--- src/verilog/timer_ctl_pkg.sv ---
package timer_ctl_pkg;
  // ==========================================================
  // Register byte offsets
  localparam logic [7:0] RUN_OFF     = 8'h04;
  localparam logic [7:0] CTRL_OFF    = 8'h08;
  localparam logic [7:0] MODE_OFF    = 8'h0C;
  localparam logic [7:0] UCAP_OFF    = 8'h1C;
  localparam logic [7:0] CMP0_OFF    = 8'h20;
  localparam logic [7:0] CMP1_OFF    = 8'h24;
  localparam logic [7:0] CAP0_OFF    = 8'h28;
  localparam logic [7:0] CAP1_OFF    = 8'h2C;
  // ==========================================================
  // Field positions
  localparam int RUN_BIT      = 0;
  localparam int PRUN_BIT     = 2;
  localparam int SSEL_BIT     = 0;
  localparam int TEDGE_BIT    = 1;
  localparam int IDLE_BIT     = 3;
  localparam int DBUF_BIT     = 7;
  localparam int CLKSEL_LSB   = 0;
  localparam int MCLR_BIT     = 3;
  localparam int CAPT_LSB     = 4;
  localparam int SCAP_BIT     = 6;
  localparam int PAIR_BIT     = 7;
  // ==========================================================
  // Reset values
  localparam logic [2:0] RUN_RST  = 3'h0;
  localparam logic [7:0] CTRL_RST = 8'h00;
  localparam logic [7:0] MODE_RST = 8'h00;
  localparam logic [7:0] CTRL_WMASK = 8'h8B;
  // Capture timing codes
  localparam logic [1:0] CAPT_OFF  = 2'h0;
  localparam logic [1:0] CAPT_PINR = 2'h1;
  localparam logic [1:0] CAPT_PINB = 2'h2;
  localparam logic [1:0] CAPT_PULS = 2'h3;
  localparam logic [2:0] CLK_PIN   = 3'h0;
  localparam int PRESC_W = 8;
endpackage : timer_ctl_pkg

--- src/verilog/pin_sync.sv ---
`timescale 1ns/1ns
// ==========================================================
// Three-stage synchroniser with agreement filter
module pin_sync (
  // Clock and reset
  input  wire logic core_clk_in,
  input  wire logic rst_n_in,
  // Pin
  input  wire logic pin_in,
  output logic      level_out
);
  logic s1;
  logic s2;
  logic s3;
  // Shift chain
  always_ff @(posedge core_clk_in or negedge rst_n_in) begin
    if (!rst_n_in) begin
      s1 <= 1'b0;
      s2 <= 1'b0;
      s3 <= 1'b0;
    end else begin
      s1 <= pin_in;
      s2 <= s1;
      s3 <= s2;
    end
  end
  // Accept change once stages two and three agree
  always_ff @(posedge core_clk_in or negedge rst_n_in) begin
    if (!rst_n_in) level_out <= 1'b0;
    else if (s2 == s3) level_out <= s3;
  end
endmodule : pin_sync

--- src/verilog/prescaler.sv ---
`timescale 1ns/1ns
// ==========================================================
// Free divider with tap select
module prescaler (
  // Clock and reset
  input  wire logic       core_clk_in,
  input  wire logic       rst_n_in,
  // Control
  input  wire logic       run_in,
  input  wire logic [2:0] sel_in,
  // Tick
  output logic            tick_out
);
  logic [timer_ctl_pkg::PRESC_W-1:0] div;
  logic [timer_ctl_pkg::PRESC_W-1:0] mask;
  // Divider, stopped and cleared when not running
  always_ff @(posedge core_clk_in or negedge rst_n_in) begin
    if (!rst_n_in) div <= '0;
    else if (!run_in) div <= '0;
    else div <= div + 8'h01;
  end
  // Tap masks: 1,4,16,32,64,128,256
  always_comb begin
    case (sel_in)
      3'h1:    mask = 8'h00;
      3'h2:    mask = 8'h03;
      3'h3:    mask = 8'h0F;
      3'h4:    mask = 8'h1F;
      3'h5:    mask = 8'h3F;
      3'h6:    mask = 8'h7F;
      3'h7:    mask = 8'hFF;
      default: mask = 8'h00;
    endcase
  end
  assign tick_out = run_in && ((div & mask) == mask);
endmodule : prescaler

--- src/verilog/timer_run_mode_control.sv ---
// Our own choices: register access over APB and the register offsets.
`timescale 1ns/1ns
// What this block does
// - Start source bit 0 software/trigger; edge bit 1 rising/falling.
// - Counter capture read while stopped returns value caught while running.
// - Double buffer, paired bit 0: buffers load when counter clears on compare 1 match or wraps from FFFF.
// - Paired bit 1: load only after both compare registers written.
// - Control bit 3 stops timer in idle (0) or keeps running (1).
// - Writing 0 to soft capture copies counter to capture 0; reads 1.
// - Capture timing 00 off; 01 pin rising edge into capture 0.
// - Timing 10: pin rising into capture 0, falling into capture 1.
// - Timing 11: internal pulse rising into capture 0, falling capture 1.
// - Match clear enable clears counter on match with compare 1.
// - Clock select 000 pin, 001..111 prescaler taps 1 to 256.
module timer_run_mode_control (
  // Clock and reset
  input  wire logic        core_clk_in,
  input  wire logic        rst_n_in,
  // APB slave
  input  wire logic        psel_in,
  input  wire logic        penable_in,
  input  wire logic        pwrite_in,
  input  wire logic [7:0]  paddr_in,
  input  wire logic [31:0] pwdata_in,
  output logic [31:0]      prdata_out,
  output logic             pready_out,
  output logic             pslverr_out,
  // System and pins
  input  wire logic        unit_enable_in,
  input  wire logic        idle_mode_in,
  input  wire logic        external_capture_pin_in,
  input  wire logic        internal_capture_pulse_in,
  // Status
  output logic [15:0]      count_out,
  output logic             match1_out
);
  // ==========================================================
  // Registers
  logic [2:0]  run_reg;
  logic [7:0]  ctrl_reg;
  logic [7:0]  mode_reg;
  logic [15:0] counter;
  logic [15:0] ucap;
  logic [15:0] cmp0_buf;
  logic [15:0] cmp1_buf;
  logic [15:0] cmp0;
  logic [15:0] cmp1;
  logic [15:0] cap0;
  logic [15:0] cap1;
  logic        wr0_seen;
  logic        wr1_seen;
  logic        started;
  logic        pin_lvl;
  logic        pin_q;
  logic        pls_q;
  // ==========================================================
  // Bus decode
  logic wr_en;
  logic addr_ok;
  assign wr_en = psel_in && penable_in && pwrite_in && unit_enable_in;
  assign addr_ok = (paddr_in == timer_ctl_pkg::RUN_OFF) || (paddr_in == timer_ctl_pkg::CTRL_OFF) ||
                   (paddr_in == timer_ctl_pkg::MODE_OFF) || (paddr_in == timer_ctl_pkg::UCAP_OFF) ||
                   (paddr_in == timer_ctl_pkg::CMP0_OFF) || (paddr_in == timer_ctl_pkg::CMP1_OFF) ||
                   (paddr_in == timer_ctl_pkg::CAP0_OFF) || (paddr_in == timer_ctl_pkg::CAP1_OFF);
  assign pready_out = 1'b1;
  assign pslverr_out = psel_in && penable_in && (!addr_ok || !unit_enable_in);
  logic wr_run;
  logic wr_ctrl;
  logic wr_mode;
  logic wr_cmp0;
  logic wr_cmp1;
  assign wr_run  = wr_en && (paddr_in == timer_ctl_pkg::RUN_OFF);
  assign wr_ctrl = wr_en && (paddr_in == timer_ctl_pkg::CTRL_OFF);
  assign wr_mode = wr_en && (paddr_in == timer_ctl_pkg::MODE_OFF);
  assign wr_cmp0 = wr_en && (paddr_in == timer_ctl_pkg::CMP0_OFF);
  assign wr_cmp1 = wr_en && (paddr_in == timer_ctl_pkg::CMP1_OFF);
  // ==========================================================
  // Field aliases
  logic       count_run;
  logic       prescale_run;
  logic       start_source_select;
  logic       trigger_edge_select;
  logic       idle_operate;
  logic       double_buffer_enable;
  logic       paired_rewrite_mode;
  logic [1:0] capture_timing;
  logic       match_clear_enable;
  logic [2:0] source_clock_select;
  assign count_run            = run_reg[timer_ctl_pkg::RUN_BIT];
  assign prescale_run         = run_reg[timer_ctl_pkg::PRUN_BIT];
  assign start_source_select  = ctrl_reg[timer_ctl_pkg::SSEL_BIT];
  assign trigger_edge_select  = ctrl_reg[timer_ctl_pkg::TEDGE_BIT];
  assign idle_operate         = ctrl_reg[timer_ctl_pkg::IDLE_BIT];
  assign double_buffer_enable = ctrl_reg[timer_ctl_pkg::DBUF_BIT];
  assign paired_rewrite_mode  = mode_reg[timer_ctl_pkg::PAIR_BIT];
  assign capture_timing       = mode_reg[timer_ctl_pkg::CAPT_LSB+:2];
  assign match_clear_enable   = mode_reg[timer_ctl_pkg::MCLR_BIT];
  assign source_clock_select  = mode_reg[timer_ctl_pkg::CLKSEL_LSB+:3];
  // Run and control registers
  always_ff @(posedge core_clk_in or negedge rst_n_in) begin
    if (!rst_n_in) begin
      run_reg  <= timer_ctl_pkg::RUN_RST;
      ctrl_reg <= timer_ctl_pkg::CTRL_RST;
    end else begin
      if (wr_run) run_reg <= {pwdata_in[2], 1'b0, pwdata_in[0]};
      if (wr_ctrl) ctrl_reg <= pwdata_in[7:0] & timer_ctl_pkg::CTRL_WMASK;
    end
  end
  // Mode register; soft capture bit is not stored
  always_ff @(posedge core_clk_in or negedge rst_n_in) begin
    if (!rst_n_in) mode_reg <= timer_ctl_pkg::MODE_RST;
    else if (wr_mode) mode_reg <= {pwdata_in[7], 1'b0, pwdata_in[5:0]};
  end
  // ==========================================================
  // Pin synchroniser and edge detection
  pin_sync u_pin_sync (
    .core_clk_in (core_clk_in),
    .rst_n_in    (rst_n_in),
    .pin_in      (external_capture_pin_in),
    .level_out   (pin_lvl)
  );
  always_ff @(posedge core_clk_in or negedge rst_n_in) begin
    if (!rst_n_in) begin
      pin_q <= 1'b0;
      pls_q <= 1'b0;
    end else begin
      pin_q <= pin_lvl;
      pls_q <= internal_capture_pulse_in;
    end
  end
  logic pin_rise;
  logic pin_fall;
  logic pls_rise;
  logic pls_fall;
  assign pin_rise = pin_lvl && !pin_q;
  assign pin_fall = !pin_lvl && pin_q;
  assign pls_rise = internal_capture_pulse_in && !pls_q;
  assign pls_fall = !internal_capture_pulse_in && pls_q;
  // ==========================================================
  // Counting clock and start gate
  logic presc_tick;
  logic tick;
  logic trig_edge;
  logic active;
  prescaler u_prescaler (
    .core_clk_in (core_clk_in),
    .rst_n_in    (rst_n_in),
    .run_in      (prescale_run && count_run),
    .sel_in      (source_clock_select),
    .tick_out    (presc_tick)
  );
  assign tick = (source_clock_select == timer_ctl_pkg::CLK_PIN) ? pin_rise : presc_tick;
  assign trig_edge = trigger_edge_select ? pin_fall : pin_rise;
  assign active = count_run && prescale_run && (idle_operate || !idle_mode_in);
  // Start latch for external trigger start
  always_ff @(posedge core_clk_in or negedge rst_n_in) begin
    if (!rst_n_in) started <= 1'b0;
    else if (!count_run) started <= 1'b0;
    else if (!start_source_select || trig_edge) started <= 1'b1;
  end
  logic counting;
  logic match1;
  assign counting = active && started;
  assign match1 = (counter == cmp1);
  // Up-counter
  always_ff @(posedge core_clk_in or negedge rst_n_in) begin
    if (!rst_n_in) counter <= 16'h0000;
    else if (!count_run) counter <= 16'h0000;
    else if (counting && tick) begin
      if (match_clear_enable && match1) counter <= 16'h0000;
      else counter <= counter + 16'h0001;
    end
  end
  // Counter capture follows the counter only while running
  always_ff @(posedge core_clk_in or negedge rst_n_in) begin
    if (!rst_n_in) ucap <= 16'h0000;
    else if (count_run) ucap <= counter;
  end
  // ==========================================================
  // Compare buffers and double buffering
  logic load_pt;
  logic pair_xfer;
  assign load_pt = counting && tick && ((match_clear_enable && match1) || (counter == 16'hFFFF));
  assign pair_xfer = load_pt && wr0_seen && wr1_seen;
  always_ff @(posedge core_clk_in or negedge rst_n_in) begin
    if (!rst_n_in) begin
      cmp0_buf <= 16'h0000;
      cmp1_buf <= 16'h0000;
    end else begin
      if (wr_cmp0) cmp0_buf <= pwdata_in[15:0];
      if (wr_cmp1) cmp1_buf <= pwdata_in[15:0];
    end
  end
  // Pair tracking: set wins over the clear at transfer
  always_ff @(posedge core_clk_in or negedge rst_n_in) begin
    if (!rst_n_in) begin
      wr0_seen <= 1'b0;
      wr1_seen <= 1'b0;
    end else begin
      if (wr_cmp0) wr0_seen <= 1'b1;
      else if (pair_xfer) wr0_seen <= 1'b0;
      if (wr_cmp1) wr1_seen <= 1'b1;
      else if (pair_xfer) wr1_seen <= 1'b0;
    end
  end
  // Active compare registers
  always_ff @(posedge core_clk_in or negedge rst_n_in) begin
    if (!rst_n_in) begin
      cmp0 <= 16'h0000;
      cmp1 <= 16'h0000;
    end else if (!double_buffer_enable) begin
      if (wr_cmp0) cmp0 <= pwdata_in[15:0];
      if (wr_cmp1) cmp1 <= pwdata_in[15:0];
    end else if (load_pt && (!paired_rewrite_mode || (wr0_seen && wr1_seen))) begin
      cmp0 <= cmp0_buf;
      cmp1 <= cmp1_buf;
    end
  end
  // ==========================================================
  // Capture registers
  logic soft_capture;
  logic cap0_ev;
  logic cap1_ev;
  assign soft_capture = wr_mode && !pwdata_in[timer_ctl_pkg::SCAP_BIT];
  assign cap0_ev = soft_capture ||
                   ((capture_timing == timer_ctl_pkg::CAPT_PINR) && pin_rise) ||
                   ((capture_timing == timer_ctl_pkg::CAPT_PINB) && pin_rise) ||
                   ((capture_timing == timer_ctl_pkg::CAPT_PULS) && pls_rise);
  assign cap1_ev = ((capture_timing == timer_ctl_pkg::CAPT_PINB) && pin_fall) ||
                   ((capture_timing == timer_ctl_pkg::CAPT_PULS) && pls_fall);
  always_ff @(posedge core_clk_in or negedge rst_n_in) begin
    if (!rst_n_in) begin
      cap0 <= 16'h0000;
      cap1 <= 16'h0000;
    end else begin
      if (cap0_ev) cap0 <= counter;
      if (cap1_ev) cap1 <= counter;
    end
  end
  // ==========================================================
  // Read data
  always_ff @(posedge core_clk_in or negedge rst_n_in) begin
    if (!rst_n_in) prdata_out <= 32'h0000_0000;
    else if (psel_in && !penable_in && !pwrite_in) begin
      case (paddr_in)
        timer_ctl_pkg::RUN_OFF:  prdata_out <= {29'h0, run_reg};
        timer_ctl_pkg::CTRL_OFF: prdata_out <= {24'h0, ctrl_reg};
        timer_ctl_pkg::MODE_OFF: prdata_out <= {24'h0, mode_reg[7], 1'b1, mode_reg[5:0]};
        timer_ctl_pkg::UCAP_OFF: prdata_out <= {16'h0, ucap};
        timer_ctl_pkg::CMP0_OFF: prdata_out <= {16'h0, cmp0};
        timer_ctl_pkg::CMP1_OFF: prdata_out <= {16'h0, cmp1};
        timer_ctl_pkg::CAP0_OFF: prdata_out <= {16'h0, cap0};
        timer_ctl_pkg::CAP1_OFF: prdata_out <= {16'h0, cap1};
        default:                 prdata_out <= 32'h0000_0000;
      endcase
      if (!unit_enable_in) prdata_out <= 32'h0000_0000;
    end
  end
  // Status outputs
  always_ff @(posedge core_clk_in or negedge rst_n_in) begin
    if (!rst_n_in) begin
      count_out  <= 16'h0000;
      match1_out <= 1'b0;
    end else begin
      count_out  <= counter;
      match1_out <= match1 && counting;
    end
  end
  // ==========================================================
  // Assertions
  AST_STOP_CLEARS: assert property (@(posedge core_clk_in) disable iff (!rst_n_in)
    !count_run |=> counter == 16'h0000) else $error("counter not cleared when stopped");
  AST_UCAP_HOLD: assert property (@(posedge core_clk_in) disable iff (!rst_n_in)
    !count_run |=> $stable(ucap)) else $error("counter capture changed while stopped");
  AST_SOFT_CAP: assert property (@(posedge core_clk_in) disable iff (!rst_n_in)
    soft_capture |=> cap0 == $past(counter)) else $error("soft capture missed");
  AST_CAPT_OFF: assert property (@(posedge core_clk_in) disable iff (!rst_n_in)
    (capture_timing == timer_ctl_pkg::CAPT_OFF) && !soft_capture |=> $stable(cap0) && $stable(cap1))
    else $error("capture while disabled");
  AST_PIN_FALL: assert property (@(posedge core_clk_in) disable iff (!rst_n_in)
    (capture_timing == timer_ctl_pkg::CAPT_PINB) && pin_fall |=> cap1 == $past(counter))
    else $error("pin falling capture missed");
  AST_PLS_RISE: assert property (@(posedge core_clk_in) disable iff (!rst_n_in)
    (capture_timing == timer_ctl_pkg::CAPT_PULS) && pls_rise |=> cap0 == $past(counter))
    else $error("pulse rising capture missed");
  AST_MATCH_CLR: assert property (@(posedge core_clk_in) disable iff (!rst_n_in)
    counting && tick && match_clear_enable && match1 |=> counter == 16'h0000)
    else $error("match clear missed");
  AST_IDLE_STOP: assert property (@(posedge core_clk_in) disable iff (!rst_n_in)
    count_run && idle_mode_in && !idle_operate |=> $stable(counter)) else $error("counted in idle");
  AST_PAIR_HOLD: assert property (@(posedge core_clk_in) disable iff (!rst_n_in)
    double_buffer_enable && paired_rewrite_mode && !(wr0_seen && wr1_seen) |=> $stable(cmp0))
    else $error("paired transfer without both writes");
  AST_DBUF_LOAD: assert property (@(posedge core_clk_in) disable iff (!rst_n_in)
    double_buffer_enable && !paired_rewrite_mode && load_pt |=> cmp1 == $past(cmp1_buf))
    else $error("buffered compare not loaded");
endmodule : timer_run_mode_control

--- config.mk ---
export PLATFORM = sky130hd
export DESIGN_NAME = timer_run_mode_control
export DESIGN_NICKNAME = d
export VERILOG_FILES = /design/src/verilog/timer_ctl_pkg.sv /design/src/verilog/pin_sync.sv /design/src/verilog/prescaler.sv /design/src/verilog/timer_run_mode_control.sv
export SDC_FILE = /design/constraint.sdc
export NUM_CORES = 1
export LEC_CHECK = 0
export BUFFER_PORTS_ARGS = -buffer_cell sky130_fd_sc_hd__buf_4
export CORE_MARGIN = 4
export CORE_UTILIZATION = 52
export DETAILED_ROUTE_END_ITERATION = 12
export GPL_TIMING_DRIVEN = 0
export HOLD_SLACK_MARGIN = 0.05
export PLACE_DENSITY = 0.72
export SYNTH_ARGS = -nofsm -noshare
export SYNTH_HDL_FRONTEND = slang
export SYNTH_SLANG_ARGS = --single-unit
--- constraint.sdc ---
create_clock -name core_clk_in -period 3.35 [get_ports core_clk_in]
set_clock_uncertainty 0.2 [all_clocks]
set_input_delay 0.67 -clock core_clk_in [delete_from_list [all_inputs] [get_ports core_clk_in]]
set_output_delay 0.67 -clock core_clk_in [all_outputs]
set_load 0.02 [all_outputs]
==> results.md <==
- HP Class: in -> async
- Final Cell Area: around 0.010 mm2
- RSZ-0062 raised after global routing: no
- Critical Setup Path Class: reg -> reg
- R2r setup slk: around 0.12 ns
- Pleak: just under 5 nW
- DP HPWL: 15700 um
- Cts hold-fix bufs: 0
- Sequential fraction of the synthesis area: 0.534
- CTS HTree Levels: 4
- EDFF count, synth: 0
- Starting Density: 0.536
- Yosys reg bits: about 190
- Max VDD drop: around 0.40 mV
- Final setup margin: 0.118 ns
- Pre-CTS WS: -0.238 ns
- Post-route ant nets: 0
- Met3 Use GR: 0.0390
- FF-to-FF End: cmp1[2]
- TritonCTS Buffers: 17
- Vias in the first global route: 6371
- Row count: 47
- Worst Path Buf+Inv: 1
- Worst Tran Pin Value: 1.27 ns
- First-pass GRT wire length: ~35000 um
- Grt met2 use: 0.370
- Main flop type after synthesis: dfrtp_1
- Per-cell routed wire length: 19.3 um
- Yosys cell types: 64
- Final min period: between 3 and 4 ns
- Final wirelength: 21700 um
- Final Max Slew Viols: 0
- Avg Cell Area, Syn: 11.4 um2
- Max cap viols: 0
- Cells after Synth: ~800
- IO Pins: 100
- Post-synth ARST share: 1.00
- CP max stage delay: 0.58 ns
- Final GP Congestion: 0.948
- CP arrival: 3.35 ns
- Pwr/cell area: 431 mW/mm2
- Initial drt markers: 520
- Fin crit share: 0.965
- Hold Worst Slack: 0.0409 ns
- PortBufs: 66
- Worst path slowest cell: or4_4
- Nets: 942
- Count of final setup violators: 0
- Mapped cell area: roughly 0.009 mm2
- Placed cell area: 0.00981 mm2
- CTS tree: done
- Critical path cell sequence: ha_1 -> nand3_4 -> or4_4 -> nor4_4 -> a21oi_2 -> o31ai_4 -> buf_4 -> mux2_2
- Layout cells sized above 1: 0.290
- DRC: 0
- DRT Pass-1 Iters: 5
- Chip width: roughly 140 um
- Via Count: 6307
- Largest net degree at the start of global routing: 100
- Run status: finished, final reports clean
- Delay-heaviest family, CP: simple AND/OR/NAND/NOR gates
- Worst Path Max Fanout: 8
- Core area: around 0.017 mm2
- Total die area: roughly 0.019 mm2
- Relative slew slack: 0.145
- Area grow syn2layout: 16.4%
- Final-report hold violation count: 0
- Multi-input logic area: between 0.003 and 0.004 mm2
- Root Driver: clkbuf_16
- Total track usage: 0.232
- Initial antenna violation count: 0
- Most crowded layer after global routing: met2
- Max Clk Rate: 309 MHz
- Height of the die: 139 um
- Clock Latency Late Sink: 0.44 ns
- WP data required: 3.47 ns
- Endpoint type of the worst setup path: flop
- DR vias/cell: 5.61
- Startpoint types: flop
- Reg-to-reg startpoint: counter[1]
- # diodes: 0
- Yosys warns: 0
- Reg clk slew, reported paths: around 0.070 ns
- Gr ovfl total: 0
- Grt met1 use: 0.324
- Clk buf depth: 2
- Reg2Reg Depth: 8
- Clk sinks: 191
- Storage cell area: 0.00478 mm2
- Fillers: about 1400
## logic make-up after synthesis
kind of cell,Yosys count,synth area share
flip-flops,191,0.534
XOR/XNOR,21,0.0206
buffers and inverters,74,0.0442
other,2,0.000839
AO/OA/AOI/OAI,128,0.0986
adder cells (fa/ha/maj),3,0.00391
multiplexers,131,0.171
AND/OR/NAND/NOR,236,0.126
## Yosys cell counts (4+ instances only)
master | n | area share
clkbuf_1 | 29 | 0.012
nor2b_1 | 4 | 0.0028
nand2_1 | 126 | 0.053
nor3_1 | 8 | 0.0045
mux2i_1 | 13 | 0.015
a21oi_1 | 19 | 0.011
nand3b_1 | 5 | 0.0042
a22oi_1 | 7 | 0.0059
mux2_2 | 98 | 0.12
o21ai_0 | 41 | 0.023
buf_2 | 4 | 0.0022
a31oi_1 | 7 | 0.0049
inv_1 | 15 | 0.0063
o22ai_1 | 4 | 0.0028
xor2_1 | 4 | 0.0039
nand2b_1 | 19 | 0.013
nor2_1 | 29 | 0.012
mux2_4 | 20 | 0.034
xnor2_1 | 17 | 0.017
or3_1 | 4 | 0.0028
dfrtp_1 | 191 | 0.53
o2bb2ai_1 | 11 | 0.011
nand3_1 | 13 | 0.0073
a221oi_1 | 11 | 0.011
nand4_1 | 6 | 0.0042
buf_4 | 21 | 0.018
o32ai_1 | 6 | 0.0059
## worst max-delay path by stage
| stage | start | end | slack (ns) | depth (start not counted) |
|---|---|---|---|---|
| CTS | counter[1] | cmp1[2] | 0.14 | 8 |
| finish | counter[1] | cmp1[2] | 0.12 | 8 |
| detailed placement | paddr_in[1] | prdata_out[8] | -0.24 | 7 |
| floorplan | counter[0] | cmp0[10] | 0.40 | 8 |
| global placement | paddr_in[1] | prdata_out[8] | -0.25 | 7 |
| global route | counter[1] | cmp1[2] | 0.03 | 8 |
## where the power goes
| part | switching [mW] | internal, mW |
|---|---|---|
| Combinational | 0.141 | 0.0767 |
| Clock | 0.884 | 1.06 |
| Sequential | 0.0116 | 2.32 |
## cell usage in the layout, fill, tap and decap left out, types with 11 or more instances in the layout
| master | instances |
|---|---|
| inv_1 | 15 |
| mux2i_1 | 13 |
| o21ai_0 | 41 |
| clkbuf_1 | 33 |
| nor2_1 | 29 |
| o2bb2ai_1 | 11 |
| dfrtp_1 | 191 |
| clkbuf_16 | 17 |
| buf_4 | 90 |
| mux2_2 | 98 |
| nand2_1 | 126 |
| a221oi_1 | 11 |
| xnor2_1 | 17 |
| mux2_4 | 20 |
| conb_1 | 17 |
| a21oi_1 | 19 |
| nand2b_1 | 19 |
| nand3_1 | 13 |
## per-stage QoR
step / util / TNS [ns] / instances / power [mW]
3_3_place_gp: 0.585 / -7.60 / 1087 / 2.58
4_1_cts: 0.623 / 0 / 1124 / 4.51
5_1_grt: 0.623 / 0 / 1124 / 4.64
6_report: 0.623 / 0 / 1124 / 4.49
3_5_place_dp: 0.587 / -7.85 / 1088 / 2.59
2_1_floorplan: - / 0 / 801 / 2.47
## metal layers
layer | up-vias | wire [um]
met2 | 196 | 10400
met4 | 0 | 422
met3 | 32 | 1130
met5 | - | 0
li1 | 2948 | -
met1 | 3131 | 9720
## final cells by class
cell class	count	area share
inverter	15	0.00541
buffer	59	0.0326
sequential	191	0.459
multi-input combinational	536	0.369
clock buffer	22	0.0436
timing repair buffer	71	0.0538
tap	220	0.0264
clock inverter	10	0.0102
## repair_timing
| action | 4_1_cts | 5_1_grt |
|---|---|---|
| pin swaps | 2 | 0 |
| gates resized for setup | 1 | 1 |
| setup buffers | 4 | 0 |
| setup endpoints to repair | 20 | 1 |
Power figures use the tool's default switching activity.
